## src/design/smcmp_defines.svh

```systemverilog
// offsets, fields, reset values and timing counts for the memory sequencer
// assumes a 125 MHz core clock; every timing point counts from the start edge
`ifndef SMCMP_DEFINES_SVH
`define SMCMP_DEFINES_SVH
`define SMCMP_CLK_NS       8
`define SMCMP_UP(ns)       (((ns) + `SMCMP_CLK_NS - 1) / `SMCMP_CLK_NS)
`define SMCMP_DN(ns)       ((ns) / `SMCMP_CLK_NS)
// timing points in ns
`define SMCMP_T250_NS      250
`define SMCMP_T500_NS      500
`define SMCMP_T750_NS      750
`define SMCMP_PCH_ON_NS    87
`define SMCMP_PCH_OFF_NS   235
`define SMCMP_CE_ON_NS     193
`define SMCMP_CE_RD_OFF_NS 475
`define SMCMP_CE_WR_OFF_NS 710
`define SMCMP_WE_ON_NS     520
`define SMCMP_WE_OFF_NS    710
`define SMCMP_WD_ON_NS     530
`define SMCMP_WD_OFF_NS    750
`define SMCMP_RD_SMP_NS    450
// timing points in cycles
`define SMCMP_T250_CYC     `SMCMP_UP(`SMCMP_T250_NS)
`define SMCMP_T500_CYC     `SMCMP_UP(`SMCMP_T500_NS)
`define SMCMP_T750_CYC     `SMCMP_UP(`SMCMP_T750_NS)
`define SMCMP_PCH_ON_CYC   `SMCMP_UP(`SMCMP_PCH_ON_NS)
`define SMCMP_PCH_OFF_CYC  `SMCMP_DN(`SMCMP_PCH_OFF_NS)
`define SMCMP_CE_ON_CYC    `SMCMP_UP(`SMCMP_CE_ON_NS)
`define SMCMP_CE_RD_CYC    `SMCMP_DN(`SMCMP_CE_RD_OFF_NS)
`define SMCMP_CE_WR_CYC    `SMCMP_DN(`SMCMP_CE_WR_OFF_NS)
`define SMCMP_WE_ON_CYC    `SMCMP_UP(`SMCMP_WE_ON_NS)
`define SMCMP_WE_OFF_CYC   `SMCMP_DN(`SMCMP_WE_OFF_NS)
`define SMCMP_WD_ON_CYC    `SMCMP_UP(`SMCMP_WD_ON_NS)
`define SMCMP_WD_OFF_CYC   `SMCMP_DN(`SMCMP_WD_OFF_NS)
`define SMCMP_RD_SMP_CYC   `SMCMP_UP(`SMCMP_RD_SMP_NS)
// field length codes
`define SMCMP_DFL_GOOD     5'h19
`define SMCMP_DFL_BAD      5'h1a
// register map
`define SMCMP_CTRL_OFS     6'h00
`define SMCMP_STAT_OFS     6'h01
`define SMCMP_CTRL_RST     5'h00
`define SMCMP_ST_PERR_BIT  0
`define SMCMP_ST_BUSY_BIT  1
`define SMCMP_ST_WR_BIT    2
`endif

```

## src/design/smcmp_pkg.sv

```systemverilog
// types shared by the memory sequencer and its surroundings
// assumes an apb master on the core clock
package smcmp_pkg;
  // apb request from the master
  typedef struct packed {
    logic        psel;
    logic        penable;
    logic        pwrite;
    logic [7:0]  paddr;
    logic [31:0] pwdata;
  } smcmp_apb_req_t;
  // levels towards the memory modules
  typedef struct packed {
    logic precharge_level;
    logic chip_select_level;
    logic read_write_level;
    logic wdata_drive;
  } smcmp_mem_lvl_t;
  // write data source on the exchange
  typedef enum logic [2:0] {
    SRC_X = 3'h0, SRC_Y = 3'h1, SRC_T = 3'h2, SRC_L = 3'h3, SRC_CONS = 3'h4
  } smcmp_src_t;
  // sequencer states
  typedef enum logic [2:0] {
    ST_IDLE = 3'h1, ST_READ = 3'h2, ST_WRITE = 3'h4
  } smcmp_state_t;
endpackage : smcmp_pkg

```

## src/design/smcmp_seq.sv

```systemverilog
// memory cycle sequencer, merge register and byte parity generator
// assumes start and write request come from logic on core_clk_in
//
// Summary of operation
// - a cycle starts only on a start pulse; levels go to all modules.
// - without write request the cycle is a read ending at T500.
// - write request at T250 stretches the cycle to T750 and selects write.
// - write request and delay tap keep chip select past T500, off before T750.
// - read keeps read/write low; precharge 87-235ns, chip select 193-475ns.
// - write: chip select 193-710ns, write level 520-710ns, data 530-750ns.
// - micro fetch loads fetch latch; address bit picks low or high half.
// - micro fetch is word addressed and bypasses the rotator.
// - move micro read data goes rotator, merge register, then X/Y/L/T.
// - read data is parity checked; an error sets the parity error flag.
// - write data from X, Y, T, L or console, via exchange and rotator.
// - merge picks rotator bits where mask set, read data where clear.
// - merge register shared with other micros; 7D loads without rotation.
// - one parity bit per byte gives an odd count of ones.
// - parity made on write cycles only, from the merged word.
// - a byte with a read parity error gets bad parity written back.
// - field length 25 forces good parity despite read errors.
// - field length 26 writes bad parity on every byte.
// - four byte sections; good parity only if manipulate set and not 26.
//
// Implementation choices: register access over APB and the register offsets.
`include "smcmp_defines.svh"
module smcmp_seq (
  // clock and reset
  input  wire logic                  core_clk_in,
  input  wire logic                  srst_in,
  // apb slave
  input  wire smcmp_pkg::smcmp_apb_req_t apb_in,
  output logic                       pready_out,
  output logic                       pslverr_out,
  output logic [31:0]                prdata_out,
  // processor control
  input  wire logic                  mem_start_pulse_in,
  input  wire logic                  write_request_in,
  input  wire logic                  micro_fetch_in,
  input  wire logic                  halfword_select_bit_in,
  input  wire logic [1:0]            dest_sel_in,
  input  wire logic [4:0]            rot_amt_in,
  input  wire logic [31:0]           mask_in,
  input  wire smcmp_pkg::smcmp_src_t src_sel_in,
  input  wire logic [23:0]           x_reg_in,
  input  wire logic [23:0]           y_reg_in,
  input  wire logic [23:0]           t_reg_in,
  input  wire logic [23:0]           l_reg_in,
  input  wire logic [23:0]           console_sw_in,
  // shared use of the merge register
  input  wire logic                  share_load_in,
  input  wire logic                  share_rotate_in,
  input  wire logic [31:0]           share_data_in,
  // processor results
  output logic                       busy_out,
  output logic [15:0]                micro_reg_out,
  output logic                       micro_load_out,
  output logic [31:0]                merge_data_out,
  output logic [1:0]                 dest_sel_out,
  output logic                       dest_load_out,
  // memory modules
  output smcmp_pkg::smcmp_mem_lvl_t  mem_lvl_out,
  input  wire logic [31:0]           mem_rdata_in,
  input  wire logic [3:0]            mem_rpar_in,
  output logic [31:0]                merged_write_levels_out,
  output logic [3:0]                 module_parity_out
);
  // ----------------------------------------------------------------
  // helpers
  // ----------------------------------------------------------------
  // left rotate, shared by read and write paths
  function automatic logic [31:0] smcmp_rotl(input logic [31:0] d,
                                             input logic [4:0] n);
    logic [63:0] w;
    w = {d, d} << n;
    return w[63:32];
  endfunction : smcmp_rotl
  // odd parity bit of one byte
  function automatic logic smcmp_odd(input logic [7:0] b);
    return ~(^b);
  endfunction : smcmp_odd
  // cycle counter window test
  function automatic logic smcmp_win(input logic [6:0] c,
                                     input int lo, input int hi);
    return (c >= 7'(lo)) && (c < 7'(hi));
  endfunction : smcmp_win
  // ----------------------------------------------------------------
  // state
  // ----------------------------------------------------------------
  smcmp_pkg::smcmp_state_t state_ff;
  logic [6:0]  cyc_ff;
  logic        wr_ff;
  logic        fetch_ff;
  logic        half_ff;
  logic [1:0]  dsel_ff;
  logic [4:0]  rot_ff;
  logic [31:0] mask_ff;
  logic [31:0] merge_ff;
  logic [31:0] fetch_latch_register_ff;
  logic [3:0]  rd_err_ff;
  logic [4:0]  dfl_ff;
  logic        perr_ff;
  logic        last_wr_ff;
  logic        micro_pend_ff;
  logic [15:0] micro_ff;
  logic        dest_load_ff;
  logic [3:0]  wpar_ff;
  logic [31:0] prdata_ff;
  logic        busy;
  logic        smp;
  logic        ce_hold_delay_tap;
  logic [31:0] exch;
  logic [3:0]  chk_err;
  logic [3:0]  nxt_par;
  logic        force_good_parity_code;
  logic        not_force_bad_parity;
  logic [3:0]  parity_manipulate_term;
  logic        acc;
  logic        map_ok;
  logic        st_clr;
  assign busy = (state_ff != smcmp_pkg::ST_IDLE);
  assign smp  = busy && (cyc_ff == 7'(`SMCMP_RD_SMP_CYC));
  // ----------------------------------------------------------------
  // cycle sequencer
  // ----------------------------------------------------------------
  // one counter stands in for the whole delay line; taps are compares
  always_ff @(posedge core_clk_in) begin
    if (srst_in) begin
      state_ff <= smcmp_pkg::ST_IDLE;
      cyc_ff   <= 7'h00;
      wr_ff    <= 1'b0;
    end else begin
      case (state_ff)
        smcmp_pkg::ST_IDLE: begin
          if (mem_start_pulse_in) begin
            state_ff <= smcmp_pkg::ST_READ;
            cyc_ff   <= 7'h00;
            wr_ff    <= 1'b0;
          end
        end
        smcmp_pkg::ST_READ: begin
          cyc_ff <= cyc_ff + 7'h01;
          if (cyc_ff == 7'(`SMCMP_T250_CYC) && write_request_in) begin
            state_ff <= smcmp_pkg::ST_WRITE;
            wr_ff    <= 1'b1;
          end else if (cyc_ff == 7'(`SMCMP_T500_CYC - 1)) begin
            state_ff <= smcmp_pkg::ST_IDLE;
          end
        end
        smcmp_pkg::ST_WRITE: begin
          cyc_ff <= cyc_ff + 7'h01;
          if (cyc_ff == 7'(`SMCMP_T750_CYC - 1)) begin
            state_ff <= smcmp_pkg::ST_IDLE;
            wr_ff    <= 1'b0;
          end
        end
        default: begin
          state_ff <= smcmp_pkg::ST_IDLE;
          cyc_ff   <= 7'h00;
          wr_ff    <= 1'b0;
        end
      endcase
    end
  end
  // start pulses seen while busy fall through the idle-only branch
  // ----------------------------------------------------------------
  // memory levels
  // ----------------------------------------------------------------
  // tap that carries chip select from the read end to the write end
  assign ce_hold_delay_tap = smcmp_win(cyc_ff, `SMCMP_CE_RD_CYC, `SMCMP_CE_WR_CYC);
  // levels decoded from flops; glitch-free as only one counter moves
  always_comb begin
    mem_lvl_out.precharge_level = busy &&
      smcmp_win(cyc_ff, `SMCMP_PCH_ON_CYC, `SMCMP_PCH_OFF_CYC);
    mem_lvl_out.chip_select_level = busy &&
      (smcmp_win(cyc_ff, `SMCMP_CE_ON_CYC, `SMCMP_CE_RD_CYC) ||
       (wr_ff && ce_hold_delay_tap));
    mem_lvl_out.read_write_level = wr_ff &&
      smcmp_win(cyc_ff, `SMCMP_WE_ON_CYC, `SMCMP_WE_OFF_CYC);
    mem_lvl_out.wdata_drive = wr_ff &&
      smcmp_win(cyc_ff, `SMCMP_WD_ON_CYC, `SMCMP_WD_OFF_CYC);
  end
  // ----------------------------------------------------------------
  // cycle attributes
  // ----------------------------------------------------------------
  // captured at start so the processor may move on during the cycle
  always_ff @(posedge core_clk_in) begin
    if (srst_in) begin
      fetch_ff <= 1'b0;
      half_ff  <= 1'b0;
      dsel_ff  <= 2'h0;
      rot_ff   <= 5'h00;
    end else if (!busy && mem_start_pulse_in) begin
      fetch_ff <= micro_fetch_in;
      half_ff  <= halfword_select_bit_in;
      dsel_ff  <= dest_sel_in;
      rot_ff   <= rot_amt_in;
    end
  end
  // ----------------------------------------------------------------
  // exchange and merge register
  // ----------------------------------------------------------------
  // write source onto the exchange
  always_comb begin
    case (src_sel_in)
      smcmp_pkg::SRC_X:    exch = {8'h00, x_reg_in};
      smcmp_pkg::SRC_Y:    exch = {8'h00, y_reg_in};
      smcmp_pkg::SRC_T:    exch = {8'h00, t_reg_in};
      smcmp_pkg::SRC_L:    exch = {8'h00, l_reg_in};
      smcmp_pkg::SRC_CONS: exch = {8'h00, console_sw_in};
      default:             exch = 32'h0000_0000;
    endcase
  end
  // merge register: write data at T250, merge at read sample, shared idle
  always_ff @(posedge core_clk_in) begin
    if (srst_in) begin
      merge_ff <= 32'h0000_0000;
      mask_ff  <= 32'h0000_0000;
    end else if (busy && cyc_ff == 7'(`SMCMP_T250_CYC) && write_request_in) begin
      merge_ff <= smcmp_rotl(exch, rot_ff);
      mask_ff  <= mask_in;
    end else if (smp && wr_ff) begin
      merge_ff <= (mask_ff & merge_ff) | (~mask_ff & mem_rdata_in);
    end else if (smp && !fetch_ff) begin
      merge_ff <= smcmp_rotl(mem_rdata_in, rot_ff);
    end else if (!busy && share_load_in) begin
      // the double pad swap uses plain storage, no rotation
      merge_ff <= share_rotate_in ? smcmp_rotl(share_data_in, rot_amt_in)
                                  : share_data_in;
    end
  end
  // ----------------------------------------------------------------
  // micro fetch path
  // ----------------------------------------------------------------
  // word read straight into the latch, no rotator in the way
  always_ff @(posedge core_clk_in) begin
    if (srst_in) begin
      fetch_latch_register_ff <= 32'h0000_0000;
      micro_pend_ff           <= 1'b0;
    end else begin
      micro_pend_ff <= smp && fetch_ff && !wr_ff;
      if (smp && fetch_ff && !wr_ff) begin
        fetch_latch_register_ff <= mem_rdata_in;
      end
    end
  end
  // halfword to the micro register one cycle after the latch loads
  always_ff @(posedge core_clk_in) begin
    if (srst_in) begin
      micro_ff <= 16'h0000;
    end else if (micro_pend_ff) begin
      micro_ff <= half_ff ? fetch_latch_register_ff[31:16]
                          : fetch_latch_register_ff[15:0];
    end
  end
  // destination load strobe after a move micro read
  always_ff @(posedge core_clk_in) begin
    if (srst_in) begin
      dest_load_ff <= 1'b0;
    end else begin
      dest_load_ff <= smp && !fetch_ff && !wr_ff;
    end
  end
  assign micro_reg_out  = micro_ff;
  assign micro_load_out = micro_pend_ff;
  assign merge_data_out = merge_ff;
  assign dest_sel_out   = dsel_ff;
  assign dest_load_out  = dest_load_ff;
  assign busy_out       = busy;
  // ----------------------------------------------------------------
  // parity check and generation
  // ----------------------------------------------------------------
  // per byte check: data plus parity must hold an odd count
  always_comb begin
    for (int i = 0; i < 4; i++) begin
      chk_err[i] = (^{mem_rdata_in[8*i +: 8], mem_rpar_in[i]}) == 1'b0;
    end
  end
  always_ff @(posedge core_clk_in) begin
    if (srst_in) begin
      rd_err_ff <= 4'h0;
    end else if (smp) begin
      rd_err_ff <= chk_err;
    end
  end
  assign force_good_parity_code = (dfl_ff == `SMCMP_DFL_GOOD);
  assign not_force_bad_parity   = (dfl_ff != `SMCMP_DFL_BAD);
  // four sections; a bad byte stays bad unless length 25 overrides
  always_comb begin
    for (int i = 0; i < 4; i++) begin
      parity_manipulate_term[i] = ~rd_err_ff[i] | force_good_parity_code;
      nxt_par[i] = (parity_manipulate_term[i] && not_force_bad_parity)
                   ? smcmp_odd(merge_ff[8*i +: 8])
                   : ~smcmp_odd(merge_ff[8*i +: 8]);
    end
  end
  // parity is taken from the merged word, only in write cycles
  always_ff @(posedge core_clk_in) begin
    if (srst_in) begin
      wpar_ff <= 4'h0;
    end else if (wr_ff && cyc_ff == 7'(`SMCMP_WD_ON_CYC - 1)) begin
      wpar_ff <= nxt_par;
    end
  end
  assign merged_write_levels_out = merge_ff;
  assign module_parity_out       = wpar_ff;
  // ----------------------------------------------------------------
  // apb registers
  // ----------------------------------------------------------------
  assign acc    = apb_in.psel && apb_in.penable;
  assign map_ok = (apb_in.paddr[7:2] == `SMCMP_CTRL_OFS) || (apb_in.paddr[7:2] == `SMCMP_STAT_OFS);
  assign st_clr = acc && apb_in.pwrite && apb_in.paddr[7:2] == `SMCMP_STAT_OFS &&
                  apb_in.pwdata[`SMCMP_ST_PERR_BIT];
  // field length code steering the parity sections
  always_ff @(posedge core_clk_in) begin
    if (srst_in) begin
      dfl_ff <= `SMCMP_CTRL_RST;
    end else if (acc && apb_in.pwrite && apb_in.paddr[7:2] == `SMCMP_CTRL_OFS) begin
      dfl_ff <= apb_in.pwdata[4:0];
    end
  end
  // sticky parity error flag; a new error beats a clear
  always_ff @(posedge core_clk_in) begin
    if (srst_in) begin
      perr_ff <= 1'b0;
    end else if (smp && (|chk_err)) begin
      perr_ff <= 1'b1;
    end else if (st_clr) begin
      perr_ff <= 1'b0;
    end
  end
  // kind of the running cycle so far, held after it ends
  always_ff @(posedge core_clk_in) begin
    if (srst_in) begin
      last_wr_ff <= 1'b0;
    end else if (state_ff == smcmp_pkg::ST_WRITE) begin
      last_wr_ff <= 1'b1;
    end else if (state_ff == smcmp_pkg::ST_READ) begin
      last_wr_ff <= 1'b0;
    end
  end
  // read data captured in setup so the access needs no wait
  always_ff @(posedge core_clk_in) begin
    if (srst_in) begin
      prdata_ff <= 32'h0000_0000;
    end else if (apb_in.psel && !apb_in.penable) begin
      case (apb_in.paddr[7:2])
        `SMCMP_CTRL_OFS: prdata_ff <= {27'h0000000, dfl_ff};
        `SMCMP_STAT_OFS: prdata_ff <= {29'h00000000, last_wr_ff, busy, perr_ff};
        default:         prdata_ff <= 32'h0000_0000;
      endcase
    end
  end
  assign pready_out  = 1'b1;
  assign pslverr_out = acc && !map_ok;
  assign prdata_out  = prdata_ff;
  // ----------------------------------------------------------------
  // assertions
  // ----------------------------------------------------------------
  AST_START_TAKEN: assert property (@(posedge core_clk_in) disable iff (srst_in)
    !busy && mem_start_pulse_in |=> state_ff == smcmp_pkg::ST_READ && cyc_ff == 7'h00)
    else $error("start pulse not taken");
  AST_READ_END: assert property (@(posedge core_clk_in) disable iff (srst_in)
    state_ff == smcmp_pkg::ST_READ && cyc_ff == 7'(`SMCMP_T500_CYC - 1)
    |=> !busy) else $error("read did not end at T500");
  AST_WRITE_STRETCH: assert property (@(posedge core_clk_in) disable iff (srst_in)
    state_ff == smcmp_pkg::ST_READ && cyc_ff == 7'(`SMCMP_T250_CYC) && write_request_in
    |=> wr_ff && busy) else $error("write request did not stretch cycle");
  AST_CE_PAST_T500: assert property (@(posedge core_clk_in) disable iff (srst_in)
    wr_ff && cyc_ff == 7'(`SMCMP_T500_CYC)
    |-> mem_lvl_out.chip_select_level) else $error("chip select dropped at T500 in write");
  AST_CE_OFF_WR: assert property (@(posedge core_clk_in) disable iff (srst_in)
    wr_ff && cyc_ff == 7'(`SMCMP_CE_WR_CYC)
    |-> !mem_lvl_out.chip_select_level) else $error("chip select late in write");
  AST_RW_LOW_RD: assert property (@(posedge core_clk_in) disable iff (srst_in)
    state_ff == smcmp_pkg::ST_READ |-> !mem_lvl_out.read_write_level)
    else $error("write level in read");
  AST_PCH_RISE: assert property (@(posedge core_clk_in) disable iff (srst_in)
    busy && cyc_ff == 7'(`SMCMP_PCH_ON_CYC - 1)
    |-> !mem_lvl_out.precharge_level ##1 mem_lvl_out.precharge_level)
    else $error("precharge edge misplaced");
  AST_WE_WINDOW: assert property (@(posedge core_clk_in) disable iff (srst_in)
    wr_ff && cyc_ff == 7'(`SMCMP_WE_ON_CYC)
    |-> mem_lvl_out.read_write_level [*4]) else $error("write level window short");
  AST_HALFWORD: assert property (@(posedge core_clk_in) disable iff (srst_in)
    micro_pend_ff |=> micro_ff == (half_ff ? fetch_latch_register_ff[31:16]
                                           : fetch_latch_register_ff[15:0]))
    else $error("wrong halfword to micro register");
  AST_PERR_SET: assert property (@(posedge core_clk_in) disable iff (srst_in)
    smp && (|chk_err) |=> perr_ff) else $error("parity error not flagged");
  AST_BAD_PARITY: assert property (@(posedge core_clk_in) disable iff (srst_in)
    mem_lvl_out.wdata_drive && !not_force_bad_parity && $stable(merge_ff)
    |-> (^{merge_ff[7:0], wpar_ff[0]}) == 1'b0) else $error("length 26 parity not bad");
  AST_IGNORE_START: assert property (@(posedge core_clk_in) disable iff (srst_in)
    busy && mem_start_pulse_in && cyc_ff != 7'h7f |=> cyc_ff != 7'h00)
    else $error("start pulse restarted a running cycle");
endmodule : smcmp_seq

```

## config.mk

```make
export PLATFORM = sky130hd
export DESIGN_NAME = smcmp_seq
export DESIGN_NICKNAME = d
export VERILOG_FILES = /design/src/design/smcmp_pkg.sv /design/src/design/smcmp_seq.sv
export VERILOG_INCLUDE_DIRS = /design/src /design/src/design
export SDC_FILE = /design/constraint.sdc
export NUM_CORES = 1
export LEC_CHECK = 0
export BUFFER_PORTS_ARGS = -buffer_cell sky130_fd_sc_hd__buf_2
export CORE_ASPECT_RATIO = 1.25
export CORE_MARGIN = 4
export CORE_UTILIZATION = 55
export DETAILED_ROUTE_END_ITERATION = 8
export PLACE_DENSITY_LB_ADDON = 0.3
export RECOVER_POWER = 100
export SYNTH_ARGS = -nofsm -noshare
export SYNTH_HDL_FRONTEND = slang
export SYNTH_SLANG_ARGS = --single-unit
```

## constraint.sdc

```tcl
create_clock -name core_clk_in -period 3.6 [get_ports core_clk_in]
set_input_delay 0.54 -clock core_clk_in [delete_from_list [all_inputs] [get_ports core_clk_in]]
set_output_delay 0.54 -clock core_clk_in [all_outputs]
set_load 0.02 [all_outputs]
```

==> flow_summary_export.csv <==
group,metric,value,unit
outcome,outcome,"finished, violations left",
outcome,violations,"max-capacitance violations, max-slew violations",
drt,wl_met2,33.6,mm
global_routing,gr-total-overflow,0,
sta,rsz0062_at_grt,"false",
sta,worstMarginPinSlew,1.50,ns
worst_setup_path,crit_fanout,9,
yosys,ys_async_sr_fraction,0,%
worst_setup_path,critPathMostFrequentCell,"clkbuf_1",
worst_setup_path,r2r_cells,11,
sta,fin_tns_setup,0,ns
drt,via_count,18800,
drt,routed_wirelength,76.5,mm
clock_network,htreeDepth,4,
floorplan,rows,69,
drt,drtAntennaViolNets,0,
clock_network,cts-root-buf,"clkbuf_16",
floorplan,start_util,55.9,%
global_routing,grt_pass1_vias,17600,
sta,period_needed,3.37,ns
power_and_ir_drop,leakagePower,0.00674,µW
power_and_ir_drop,p_clk_share,24.5,%
floorplan,fp.coreArea,28400,µm²
clock_network,clk_path_buf_depth,2,
power_and_ir_drop,ir_drop,0.365,mV
clock_network,cts_tree,"yes",
worst_setup_path,crit_family,"simple AND/OR/NAND/NOR gates",
finish,final_common_cell,"buf_2",
worst_setup_path,crit_chain,"inv_1 -> ha_1 -> and4bb_2 -> nand4_1 -> nor2_1 -> clkbuf_1 -> o211a_1 -> a2111oi_0 -> nor4_1 -> clkbuf_1 -> a41o_1",
min_path,min_from,"mask_in[5]",
drt,via_per_inst,7.23,
finish,final_cell_mix,"buf_2, nand2_1, nor2_1, a21oi_1, dfxtp_1",
yosys,ys.flop_type,"dfxtp_1",
placed_design,dp_hpwl,58.5,mm
yosys,synth-edff-count,0,
global_routing,grt_max_degree,66,
power_and_ir_drop,p_sw,3610,µW
global_routing,grt_pass1_wl,111,mm
drt,drt-met1-wl,25.6,mm
yosys,syn_area_per_cell,8.14,µm²
placed_design,port_buffers,350,
sta,relSlewSlack,-0.238,%
finish,drive_above_1_share,25.8,%
sta,finalSetupViolations,0,
yosys,yosys_warnings,0,
drt,route.met3.wl,9.82,mm
clock_network,clk_latency,0.45,ns
placed_design,gp_congestion,1.15,
worst_setup_path,critPathLaunchType,"flop",
worst_setup_path,arrival,3.77,ns
floorplan,dieHeight,198,µm
yosys,netlist_area,15900,µm²
min_path,min_to,"mask_ff[5]$_SDFFE_PP0P_",
drt,wl_per_cell,29.5,µm
yosys,synth_seq_cells,154,
floorplan,io_pins,408,
worst_setup_path,critPathMaxStageDelay,0.44,ns
placed_design,pre_cts_ws,0.228,ns
sta,clock.fmax,297,MHz
flow_run,drv_cap,1,
yosys,yosysUniqueCellTypes,94,
floorplan,die_area,31600,µm²
power_and_ir_drop,finalPower,7780,µW
clock_network,post-cts-setup-buffer-count,0,
worst_setup_path,r2r-start,"cyc_ff[1]$_SDFFE_PP0P_",
drt,dr.pass1.iters,9,
power_and_ir_drop,comb_power_share,49.0,%
worst_setup_path,crit_required,4.00,ns
clock_network,path_clk_slew,0.08,ns
power_and_ir_drop,p_per_area,427,nW/µm²
clock_network,cts_hold_buf,0,
drt,highest_layer,"met5",
power_and_ir_drop,p_int,4170,µW
sta,final.setup.worst_slack,0.231,ns
power_and_ir_drop,sequentialPowerShare,26.5,%
yosys,yosysSeqAreaShare,19.4,%
drt,drt_first_iter_violations,3313,
worst_setup_path,crit_buf_inv,3,
sta,skew,0.0151,ns
sta,maxSlewViolCount,33,
global_routing,antenna_found_initial,3,
global_routing,grt_util_all_layers,45.8,%
worst_setup_path,critical_path_class,"flop to flop",
worst_setup_path,end_kind,"flop",
floorplan,die_w,160,µm
finish,nets,2511,
clock_network,cts_made_buffers,17,
min_path,hold_class,"input port to flop",
worst_setup_path,rrSetupSlack,0.23,ns
drt,drc_errors,0,
min_path,hold_path_depth,3,
yosys,syn-instance-count,1950,
sta,final_hold_viol_count,0,
clock_network,clock-sinks,154,
worst_setup_path,slowest_stage,"nand4_1",
finish,area_growth,15.0,%
power_and_ir_drop,sw_frac_of_total,46.4,%
sta,finalCritPeriodShare,93.6,%
clock_network,cts_resized,0,
worst reg2reg max path, stage by stage, from the launching register on:
cell	delay (ns)
dfxtp_1	0.40
inv_1	0.15
ha_1	0.24
and4bb_2	0.28
nand4_1	0.44
nor2_1	0.32
clkbuf_1	0.44
o211a_1	0.25
a2111oi_0	0.08
nor4_1	0.27
clkbuf_1	0.30
a41o_1	0.15
cells by family (layout without fill, tap and decap cells):
group	after synthesis	after routing	share of synthesized area, %
adders and majority gates	4	4	0.315
muxes	269	269	24.6
buffers and inverters	253	516	8.35
AOI/OAI and AO/OA	552	552	23.7
and+or+nand+nor	645	645	19.7
xor gates and xnor gates	71	71	3.92
DFF	154	154	19.4
other	2	29	0.0473
routing by layer:
metal  track usage, %  vias up
li1                 -     7880
met1             54.1     8678
met5                0        -
met4             34.8        2
met2             72.6     1749
met3             10.7      465
final cells by class:
| type | count | area (µm²) |
|---|---|---|
| timing repair buffer | 463 | 2450 |
| clock buffer | 17 | 425 |
| clock inverter | 15 | 189 |
| multi-input combinational | 1569 | 11600 |
| antenna | 1 | 2.50 |
| tap | 355 | 444 |
| inverter | 21 | 78.8 |
| fill | 2433 | 10200 |
| sequential | 154 | 3090 |
power groups by stage:
stage / logic (µW) / registers, µW / clock network, µW
6_report: 3810 / 2060 / 1910
5_1_grt: 3920 / 2050 / 1950
4_1_cts: 3690 / 2030 / 1900
3_5_place_dp: 3660 / 2070 / 0
3_3_place_gp: 3650 / 2070 / 0
2_1_floorplan: 2390 / 1990 / 0
how the worst max path moves through the flow:
stage | start | endpoint | slack, ns | cells past startpoint
2_1_floorplan | rot_amt_in[1] | flop | 0.86 | 8
3_3_place_gp | src_sel_in[2] | flop | 0.30 | 10
3_5_place_dp | src_sel_in[2] | flop | 0.23 | 10
4_1_cts | cyc_ff[1]$_SDFFE_PP0P_ | flop | 0.45 | 9
5_1_grt | rot_ff[3]$_SDFFE_PP0P_ | flop | 0.16 | 9
6_report | cyc_ff[1]$_SDFFE_PP0P_ | flop | 0.23 | 11
per-stage QoR:
stage	cell area, µm²	hold slack [ns]	utilization, %	instances
4_1_cts	18400	0.316	64.9	2594
5_1_grt	18200	0.342	64.2	2595
3_5_place_dp	17800	0.448	62.7	2562
6_report	18200	0.327	64.2	2595
2_1_floorplan	16000	0.436	-	1976
3_3_place_gp	17800	0.438	62.7	2562
cell usage after synthesis, drive strengths merged (8+ instances only):
| master | n | share of area, % |
|---|---|---|
| o211ai | 22 | 1.0 |
| clkbuf | 85 | 2.0 |
| o2111ai | 9 | 0.50 |
| inv | 20 | 0.47 |
| nand3 | 34 | 1.1 |
| nor2b | 8 | 0.32 |
| and2 | 17 | 0.69 |
| a22oi | 25 | 1.2 |
| dfxtp | 154 | 19 |
| mux2 | 66 | 4.7 |
| a222oi | 8 | 0.50 |
| a311oi | 8 | 0.44 |
| o31ai | 13 | 0.70 |
| nand2 | 250 | 5.9 |
| a211oi | 43 | 2.0 |
| o21ai | 92 | 2.9 |
| mux4 | 90 | 13 |
| and4bb | 10 | 0.79 |
| nor3 | 52 | 1.6 |
| o221ai | 21 | 1.2 |
| a32oi | 25 | 1.4 |
| nand4 | 10 | 0.39 |
| a21o | 8 | 0.38 |
| nand3b | 21 | 0.99 |
| nor2 | 164 | 3.9 |
| a31oi | 9 | 0.35 |
| or3 | 8 | 0.32 |
| mux2i | 113 | 7.1 |
| a21oi | 155 | 4.9 |
| buf | 147 | 5.8 |
| a221oi | 20 | 1.1 |
| nor4bb | 14 | 0.88 |
| o22ai | 20 | 0.79 |
| nor4 | 12 | 0.51 |
| nand2b | 10 | 0.39 |
| xnor2 | 67 | 3.7 |
Note: power is estimated with default switching activity, not from simulation.
